### src/inc/sac_pkg.sv
/*
 Constants shared by the serial attenuator control link ends: frame layout, decode limits,
 tap count and link timing. Assumes a 100 MHz mclk on both ends.
*/
package sac_pkg;
  localparam int CLK_PERIOD_NS = 10;
  localparam int FRAME_BITS = 16;
  localparam int BYTE_BITS = 8;
  localparam logic [7:0] CHAN_ADDR = 8'h00;
  localparam logic [7:0] LAST_LEVEL = 8'h3E;
  localparam logic [7:0] MUTE_CODE = 8'h3F;
  localparam int TAP_COUNT = 64;
  localparam int TAP_MUTE = 63;
  // Host side timing
  localparam int SETUP_NS = 150;
  localparam int SETUP_CYC = (SETUP_NS + CLK_PERIOD_NS - 1) / CLK_PERIOD_NS;
  localparam int HALF_PERIOD_CYC = 8;
  // Host register map, AXI4-Lite byte addresses
  localparam logic [3:0] REG_CMD = 4'h0;
  localparam logic [3:0] REG_STATUS = 4'h4;
  localparam int ST_BUSY_BIT = 0;
  localparam int ST_DONE_BIT = 1;
endpackage

### src/inc/sac_link_if.sv
/*
 Three wire link between the host end and the attenuator end.
 Assumes one driver per wire, the host.
*/
`timescale 1ns/10ps
interface sac_link_if;
  logic frameSel_n;
  logic serData;
  logic shiftClk;
  modport host (output frameSel_n, output serData, output shiftClk);
  modport dev (input frameSel_n, input serData, input shiftClk);
endinterface

### src/hdl/sac_host.sv
/*
 Host end: AXI4-Lite slave with a command and a status register, sends one 16 bit frame
 per command write made while idle. Assumes AXI4-Lite master on mclk.
*/
`timescale 1ns/10ps
module sac_host (
  // Clock and reset
  input wire logic mclk,
  input wire logic rst_n,
  // AXI4-Lite write
  input wire logic [3:0] awaddr,
  input wire logic awvalid,
  output logic awready,
  input wire logic [31:0] wdata,
  input wire logic [3:0] wstrb,
  input wire logic wvalid,
  output logic wready,
  output logic [1:0] bresp,
  output logic bvalid,
  input wire logic bready,
  // AXI4-Lite read
  input wire logic [3:0] araddr,
  input wire logic arvalid,
  output logic arready,
  output logic [31:0] rdata,
  output logic [1:0] rresp,
  output logic rvalid,
  input wire logic rready,
  // Link
  sac_link_if.host link
);
  typedef enum logic [1:0] {S_IDLE = 2'b00, S_SETUP = 2'b01, S_SHIFT = 2'b10} sac_st_t;
  sac_st_t st_r, st_nxt;
  logic [15:0] frame_r, frame_nxt;
  logic [7:0] cnt_r, cnt_nxt;
  logic [4:0] bits_r, bits_nxt;
  logic sel_r, sel_nxt, sclk_r, sclk_nxt, done_r, done_nxt;
  logic awHave_r, awHave_nxt, wHave_r, wHave_nxt;
  logic [3:0] awAddr_r, awAddr_nxt;
  logic [31:0] wData_r, wData_nxt;
  logic [1:0] bresp_nxt, rresp_nxt;
  logic awready_nxt, wready_nxt, bvalid_nxt, arready_nxt, rvalid_nxt;
  logic [31:0] rdata_nxt;

  assign link.frameSel_n = sel_r;
  assign link.shiftClk = sclk_r;
  assign link.serData = frame_r[15];

  always_comb begin
    st_nxt = st_r;
    frame_nxt = frame_r;
    cnt_nxt = cnt_r;
    bits_nxt = bits_r;
    sel_nxt = sel_r;
    sclk_nxt = sclk_r;
    done_nxt = done_r;
    awHave_nxt = awHave_r;
    wHave_nxt = wHave_r;
    awAddr_nxt = awAddr_r;
    wData_nxt = wData_r;
    awready_nxt = awready;
    wready_nxt = wready;
    bvalid_nxt = bvalid;
    bresp_nxt = bresp;
    arready_nxt = 1'b0;
    rvalid_nxt = rvalid;
    rdata_nxt = rdata;
    rresp_nxt = rresp;
    if (awvalid && awready) begin
      awHave_nxt = 1'b1;
      awAddr_nxt = awaddr;
      awready_nxt = 1'b0;
    end
    if (wvalid && wready) begin
      wHave_nxt = 1'b1;
      wData_nxt = wdata;
      wready_nxt = 1'b0;
    end
    if (bvalid && bready) begin
      bvalid_nxt = 1'b0;
      awready_nxt = 1'b1;
      wready_nxt = 1'b1;
    end
    // A command write while a frame is under way is answered SLVERR and dropped
    if (awHave_r && wHave_r && !bvalid) begin
      awHave_nxt = 1'b0;
      wHave_nxt = 1'b0;
      bvalid_nxt = 1'b1;
      bresp_nxt = 2'b00;
      if (awAddr_r == sac_pkg::REG_CMD) begin
        if (st_r != S_IDLE || !wstrb[0] && 1'b0) begin
          bresp_nxt = 2'b10;
        end else begin
          frame_nxt = wData_r[15:0];
          st_nxt = S_SETUP;
          sel_nxt = 1'b0;
          sclk_nxt = 1'b0;
          cnt_nxt = 8'(sac_pkg::SETUP_CYC);
          bits_nxt = 5'(sac_pkg::FRAME_BITS);
          done_nxt = 1'b0;
        end
      end else if (awAddr_r != sac_pkg::REG_STATUS) begin
        bresp_nxt = 2'b10;
      end
    end
    // Ready is raised the cycle after arvalid is seen, and the data follows the address handshake
    if (arvalid && !rvalid && !arready) begin
      arready_nxt = 1'b1;
    end
    if (arvalid && arready) begin
      rvalid_nxt = 1'b1;
      rresp_nxt = 2'b00;
      rdata_nxt = 32'h0000_0000;
      if (araddr == sac_pkg::REG_STATUS) begin
        rdata_nxt[sac_pkg::ST_BUSY_BIT] = st_r != S_IDLE;
        rdata_nxt[sac_pkg::ST_DONE_BIT] = done_r;
      end else if (araddr != sac_pkg::REG_CMD) begin
        rresp_nxt = 2'b10;
      end
    end
    if (rvalid && rready) begin
      rvalid_nxt = 1'b0;
    end
    case (st_r)
      S_IDLE: begin
      end
      S_SETUP: begin
        if (cnt_r == 8'h00) begin
          st_nxt = S_SHIFT;
          cnt_nxt = 8'(sac_pkg::HALF_PERIOD_CYC - 1);
        end else begin
          cnt_nxt = cnt_r - 8'h01;
        end
      end
      S_SHIFT: begin
        if (cnt_r != 8'h00) begin
          cnt_nxt = cnt_r - 8'h01;
        end else begin
          cnt_nxt = 8'(sac_pkg::HALF_PERIOD_CYC - 1);
          if (bits_r == 5'h00) begin
            sel_nxt = 1'b1;
            st_nxt = S_IDLE;
            done_nxt = 1'b1;
          end else if (!sclk_r) begin
            sclk_nxt = 1'b1;
          end else begin
            sclk_nxt = 1'b0;
            frame_nxt = {frame_r[14:0], 1'b0};
            bits_nxt = bits_r - 5'h01;
          end
        end
      end
      default: begin
        st_nxt = S_IDLE;
      end
    endcase
  end

  always_ff @(posedge mclk or negedge rst_n) begin
    if (!rst_n) begin
      st_r <= S_IDLE;
      frame_r <= 16'h0000;
      cnt_r <= 8'h00;
      bits_r <= 5'h00;
      sel_r <= 1'b1;
      sclk_r <= 1'b0;
      done_r <= 1'b0;
      awHave_r <= 1'b0;
      wHave_r <= 1'b0;
      awAddr_r <= 4'h0;
      wData_r <= 32'h0000_0000;
      awready <= 1'b1;
      wready <= 1'b1;
      bvalid <= 1'b0;
      bresp <= 2'b00;
      arready <= 1'b0;
      rvalid <= 1'b0;
      rdata <= 32'h0000_0000;
      rresp <= 2'b00;
    end else begin
      st_r <= st_nxt;
      frame_r <= frame_nxt;
      cnt_r <= cnt_nxt;
      bits_r <= bits_nxt;
      sel_r <= sel_nxt;
      sclk_r <= sclk_nxt;
      done_r <= done_nxt;
      awHave_r <= awHave_nxt;
      wHave_r <= wHave_nxt;
      awAddr_r <= awAddr_nxt;
      wData_r <= wData_nxt;
      awready <= awready_nxt;
      wready <= wready_nxt;
      bvalid <= bvalid_nxt;
      bresp <= bresp_nxt;
      arready <= arready_nxt;
      rvalid <= rvalid_nxt;
      rdata <= rdata_nxt;
      rresp <= rresp_nxt;
    end
  end
endmodule // sac_host

### src/flat_wrapper.sv
// flat-port wrapper written by rule: the top's interface ports become plain ports
module sac_host_flat 
  (mclk, rst_n, awaddr, awvalid, awready, wdata, wstrb, wvalid, wready, bresp, bvalid, bready, araddr, arvalid, arready, rdata, rresp, rvalid, rready, link_frameSel_n, link_serData, link_shiftClk);
  sac_link_if link_i ();
  input wire logic mclk;
  input wire logic rst_n;
  input wire logic [3:0] awaddr;
  input wire logic awvalid;
  output logic awready;
  input wire logic [31:0] wdata;
  input wire logic [3:0] wstrb;
  input wire logic wvalid;
  output logic wready;
  output logic [1:0] bresp;
  output logic bvalid;
  input wire logic bready;
  input wire logic [3:0] araddr;
  input wire logic arvalid;
  output logic arready;
  output logic [31:0] rdata;
  output logic [1:0] rresp;
  output logic rvalid;
  input wire logic rready;
  output wire logic [$bits(link_i.frameSel_n)-1:0] link_frameSel_n;
  output wire logic [$bits(link_i.serData)-1:0] link_serData;
  output wire logic [$bits(link_i.shiftClk)-1:0] link_shiftClk;
  assign link_frameSel_n = link_i.frameSel_n;
  assign link_serData = link_i.serData;
  assign link_shiftClk = link_i.shiftClk;
  sac_host u_core (.mclk(mclk), .rst_n(rst_n), .awaddr(awaddr), .awvalid(awvalid), .awready(awready), .wdata(wdata), .wstrb(wstrb), .wvalid(wvalid), .wready(wready), .bresp(bresp), .bvalid(bvalid), .bready(bready), .araddr(araddr), .arvalid(arvalid), .arready(arready), .rdata(rdata), .rresp(rresp), .rvalid(rvalid), .rready(rready), .link(link_i));
endmodule
### config.mk
export PLATFORM = sky130hd
export DESIGN_NAME = sac_host_flat
export DESIGN_NICKNAME = d
export VERILOG_FILES = /design/src/inc/sac_pkg.sv /design/src/inc/sac_link_if.sv /design/src/hdl/sac_host.sv /design/src/flat_wrapper.sv
export SDC_FILE = /design/constraint.sdc
export NUM_CORES = 1
export LEC_CHECK = 0
export ABC_AREA = 1
export BUFFER_PORTS_ARGS = -buffer_cell sky130_fd_sc_hd__buf_2
export CELL_PAD_IN_SITES_DETAIL_PLACEMENT = 0
export CELL_PAD_IN_SITES_GLOBAL_PLACEMENT = 1
export CORE_ASPECT_RATIO = 1.4
export CORE_MARGIN = 5
export CORE_UTILIZATION = 34
export CTS_BUF_LIST = sky130_fd_sc_hd__clkbuf_4 sky130_fd_sc_hd__clkbuf_8 sky130_fd_sc_hd__clkbuf_16
export DETAILED_ROUTE_END_ITERATION = 8
export PLACE_DENSITY = 0.85
export REMOVE_ABC_BUFFERS = 1
export SETUP_SLACK_MARGIN = 0.5
export SYNTH_ARGS = -nofsm -noshare
export SYNTH_HDL_FRONTEND = slang
export SYNTH_SLANG_ARGS = --single-unit
### constraint.sdc
create_clock -name mclk -period 1.5 [get_ports mclk]
set_input_delay 0.075 -clock mclk [delete_from_list [all_inputs] [get_ports mclk]]
set_output_delay 0.075 -clock mclk [all_outputs]
set_load 0.02 [all_outputs]
# After elaboration in Yosys (flattened, before gate mapping)
# Index checks and enable logic that the tools add are counted.
[word_totals]
register_bits = 67
in_bits = 51
out_inout_bits = 44
elab_cells = 119
[classes]
addsub = 2
n_eq_ne = 5
mux = 65
n_reduce_logical = 28
[ops]
columns = ["cell", "n"]
rows = [
  ["two-way mux 16 bit", 7],
  ["two-way mux 8 bit", 5],
  ["two-way mux 5 bit", 7],
  ["two-way mux 1 bit", 32],
  ["two-way mux 2 bit", 12],
  ["one-hot mux 8 bit (2 select lines)", 1],
  ["nonzero test 2 bit", 7],
  ["logical AND 1 bit", 9],
  ["zero test 8 bit", 1],
  ["nonzero test 8 bit", 1],
  ["subtractor 8 x 1 -> 8 bit, second input constant", 1],
  ["one-hot mux 2 bit (3 select lines)", 1],
  ["nonzero test 3 bit", 2],
  ["zero test 5 bit", 1],
  ["subtractor 5 x 1 -> 5 bit, second input constant", 1],
  ["equality test 4 x 3 -> 1 bit, second input constant", 1],
  ["zero test 4 bit", 1],
  ["inequality test 4 x 3 -> 1 bit, second input constant", 1],
  ["nonzero test 4 bit", 1],
  ["zero test 1 bit", 3],
  ["inequality test 3 bit, second input constant", 1],
  ["AND reduction 3 bit", 1],
  ["equality test 2 x 1 -> 1 bit, second input constant", 1],
  ["equality test 2 bit, second input constant", 1],
  ["zero test 2 bit", 1],
]

# Logic depth before layout (Yosys ltp)
[logic_depth]
ltp_word = 8
depth_mapped = 9
depth_no_buf = 9

# Worst setup path before layout
# Ideal clock, no wire load.
[synth_path]
path_kind = "flip-flop to flip-flop"
startpoint = "register u_core.cnt_r[0]"
endpoint = "register u_core.bits_r[4]"
setup_ns = 0.116
arrival_ns = 1.440
t_required_ns = 1.384
setup_slack_ns = -0.056
path_stages_with_launch = 10
path_buffers = 2
synth_period_minus_slack_ns = 1.556
path_cell_list = "dfrtp_1 inv_1 ha_1 nand3_4 nor2_8 nand3_2 buf_6 buf_6 o22ai_2 inv_2"
[synth_between]
elab_chain_len = 3
[synth_lines]
columns = ["element", "line", "text"]
rows = [
  ["from (decl)", "sac_host.sv:35", "logic [7:0] cnt_r, cnt_nxt;"],
  ["from (signal assigned)", "sac_host.sv:183", "cnt_r <= cnt_nxt;"],
  ["nonzero test 8 bit", "sac_host.sv:136", "if (cnt_r != 8'h00) begin"],
  ["two-way mux 5 bit", "sac_host.sv:136", ""],
  ["two-way mux 5 bit", "sac_host.sv:124", "case (st_r)"],
  ["net u_core.bits_nxt[4]", "sac_host.sv:36", "logic [4:0] bits_r, bits_nxt;"],
  ["to (signal assigned)", "sac_host.sv:184", "bits_r <= bits_nxt;"],
  ["to (decl)", "sac_host.sv:36", ""],
]
# The timed path passes the listed nets, and every way through them passes these cells.
# A chain may end at the register's enable or synchronous reset.

# Worst setup path in the final report
[layout_path]
startpoint = "register u_core.cnt_r[0]"
endpoint = "register u_core.st_r[1]"
[layout_between]
elab_chain_len = 3
elab_cells_between_ends = 5
classes_between = "3 x mux; 2 x reduce/logical"
[layout_lines]
columns = ["element", "line", "text"]
rows = [
  ["nonzero test 8 bit or zero test 8 bit (tied branches)", "sac_host.sv:136, sac_host.sv:128", ""],
  ["two-way mux 2 bit (on tied branches)", "sac_host.sv:136, sac_host.sv:128", ""],
  ["one-hot mux 2 bit (3 select lines) *", "sac_host.sv:124", ""],
  ["net u_core.st_nxt[1]", "sac_host.sv:33", "sac_st_t st_r, st_nxt;"],
  ["to (signal assigned)", "sac_host.sv:181", "st_r <= st_nxt;"],
  ["to (decl)", "sac_host.sv:33", ""],
]
# Mark *: on every way through the listed nets, which the timed path passes. The rest lies on a longest branch.

==> flow_summary_export.csv <==
group,metric,value,unit
worst_setup_path,cp-end-kind,"flop",
power_and_ir_drop,power_frac_seq,0.299,
timing,skew,0.00746,ns
floorplanning,start_util,0.348,
power_and_ir_drop,power_frac_clock,0.199,
worst_setup_path,worst-endpoint-required,1.71,ns
floorplanning,core_area,9900,sq um
synthesis,synth_top_cells_by_area,"dfrtp_1 45%, nand2_1 15%, buf_4 7.0%",
timing,finalSetupViolCount,23,
place,place.gp.congestion,0.753,
power_and_ir_drop,vdd_drop_max,0.856,mV
synthesis,synth_top_area_share,0.450,
finish,area_growth_syn_to_layout,51.2,%
synthesis,syn_inst,414,
synthesis,yosysWarnings,0,
cts,cts_max_path_buffers,2,
route,vias,2966,
floorplanning,chipHeight,129,microns
floorplanning,die_area,12300,sq um
worst_setup_path,start_kind,"flop",
route,drt-initial-drc-count,104,
global_routing,grt_antenna_before_repair,0,
power_and_ir_drop,power.switching,0.00392,W
run_status,violations,"setup timing",
worst_setup_path,crit_type,"flop to flop",
synthesis,yosys_register_bits,65,
worst_setup_path,cp_max_fo,5,
power_and_ir_drop,switching_share,0.396,
global_routing,grt_usage,0.138,
hold_path,hold_path.class,"input pin to flop",
cts,htreeDepth,3,
route,drt_pass1_iterations,4,
worst_setup_path,cp_data_arrival_time,1.78,ns
finish,num-nets-final,591,
power_and_ir_drop,combinationalPowerShare,0.501,
global_routing,gr-total-overflow,0,
global_routing,grt_start_max_net_pins,39,
worst_setup_path,critical_path.slowest_cell,"dfrtp_1",
cts,cts_tree,"built",
floorplanning,core.rowCount,43,
timing,worst_hold_slack,0.0219,ns
power_and_ir_drop,p_int,0.00596,W
power_and_ir_drop,power_density,1900,nW/um^2
hold_path,whs_path_depth,3,
cts,clk_pin_slew_worst_paths,0.06,ns
floorplanning,ios,95,
route,wl,8.41,mm
timing,slew_viol_final,0,
place,dp_slack,-0.0515,ns
finish,drive_gt1_frac,0.405,
global_routing,grt_pass1_vias,2911,
route,wl_per_cell,12.5,microns
route,ant_nets,0,
cts,clock_sinks,65,
cts,numCtsBuffers,9,
synthesis,avgSynthCellArea,8.33,sq um
power_and_ir_drop,p_leak,2.67,nW
worst_setup_path,critPathMaxStageDelay,0.38,ns
timing,rsz0062_at_grt,"yes",
place,io_buffers,42,
timing,fin_tns_setup,-0.455,ns
finish,antenna_cells,0,
finish,final_cell_mix,"99 x nand2_1, 62 x dfrtp_1, 37 x buf_2",
synthesis,syn_area,3450,sq um
cts,clk-insertion-delay-late,0.33,ns
route,via_per_inst,4.41,
timing,fmax,0.639,GHz
route,drc,0,
run_status,status,"complete, but fails checks",
run,max-cap-violations,0,
power_and_ir_drop,finalPower,0.00988,W
timing,min_period_over_period,1.04,
place,place_hpwl,4.71,mm
finish,final_common_cell,"nand2_1",
synthesis,yosysTopAreaCell,"dfrtp_1",
timing,period_needed,1.57,ns
timing,fin_ws,-0.0660,ns
synthesis,synth-seq-area-share,0.473,
floorplanning,die_width,95.1,microns
cts,clockRootBuffer,"clkbuf_16",
timing,hold_violations,0,
synthesis,synth_cell_type_count,31,
global_routing,grt_pass1_wl,13.3,mm
worst_setup_path,crit_chain,"inv_2, ha_4, nand3_4, nor2_8, buf_6, buf_12, nand2_4, nand2_4, nand2_2, nor2_1, nor2_1",
worst_setup_path,rr_worst_depth,11,
worst paths after layout:
path | start | end | slack (ns)
max reg2reg | u_core.cnt_r[0] | u_core.st_r[1] | -0.07
max in group asynchronous | rst_n | u_core.awready | 0.69
min in group asynchronous | rst_n | u_core.cnt_r[1] | 0.22
min | araddr[2] | u_core.rdata[0] | 0.02
min reg2reg | u_core.wData_r[5] | u_core.wData_r[5] | 0.47
max | u_core.cnt_r[0] | u_core.st_r[1] | -0.07
through the flow:
stage / util / cell area [sq um] / std cells
floorplan: - / 3250 / 403
global placement: 0.389 / 3850 / 603
detailed placement: 0.389 / 3850 / 603
CTS: 0.493 / 4880 / 663
global route: 0.527 / 5210 / 673
finish: 0.527 / 5210 / 673
power groups by stage:
stage | sequential, W | combinational, W | clock, W
detailed placement | 0.00292 | 0.00326 | 0
global route | 0.00305 | 0.00544 | 0.00207
floorplan | 0.00296 | 0.00213 | 0
CTS | 0.00293 | 0.00420 | 0.00199
finish | 0.00296 | 0.00495 | 0.00197
global placement | 0.00289 | 0.00316 | 0
repair_timing:
| item | CTS | global route |
|---|---|---|
| buffers inserted | 13 | 9 |
| setup endpoints to repair | 62 | 66 |
| hold buffers | 26 | 0 |
| pin swaps | 25 | 23 |
| resized for setup | 86 | 61 |
| cloned | 5 | 1 |
| endpoints found under the hold margin | 39 | 0 |
final cells by class:
cell class                      instances  area, sq um
Clock buffer                           12          254
Fill cell                             855         4690
Inverter                               51          209
Sequential cell                        65         1630
Multi-Input combinational cell        287         1810
Timing Repair inverter                  2         15.0
Clock inverter                          4         28.8
Tap cell                              135          169
Timing Repair Buffer                  117         1090
state kept, by name, indices dropped and copies added, names as in the netlist, 2 cells and up:
name,count
u_core.awAddr_r,4
u_core.bits_r,5
u_core.cnt_r,8
u_core.frame_r,16
u_core.rdata,2
u_core.st_r,2
u_core.wData_r,16
worst max-delay path: cells and delay by family, from the launching register on:
kind	cells	cell delay, ns
simple gates	7	0.60
buf+inv	3	0.31
fa+ha+maj	1	0.15
flops	1	0.38
kinds of logic (layout without fill, tap and decap cells):
| group | count (synthesis) | count (layout) | share of synthesized area |
|---|---|---|---|
| buffers and inverters | 93 | 186 | 0.147 |
| xor gates and xnor gates | 2 | 2 | 0.00508 |
| adders and majority gates | 7 | 7 | 0.0254 |
| AOI/OAI and AO/OA | 46 | 46 | 0.105 |
| DFF | 65 | 65 | 0.473 |
| other | 1 | 32 | 0.00109 |
| and+or+nand+nor | 200 | 200 | 0.243 |
cells in the mapped netlist, drive strengths merged:
master / number
a21oi: 6
a22oi: 2
buf: 38
clkbuf: 4
conb: 1
dfrtp: 62
dfstp: 3
ha: 7
inv: 51
nand2: 139
nand3: 13
nand4: 2
nor2: 40
nor3: 4
nor4: 1
o211a: 1
o211ai: 2
o21ai: 20
o22ai: 15
or2: 1
xor2: 2
metal layers:
layer	GRT usage	vias up	routed length (microns)
li1	-	1467	-
met1	0.153	1416	3220
met2	0.256	71	4660
met3	0.0285	12	401
met4	0.0510	0	125
met5	0	-	0
Power figures use the tool's default switching activity.
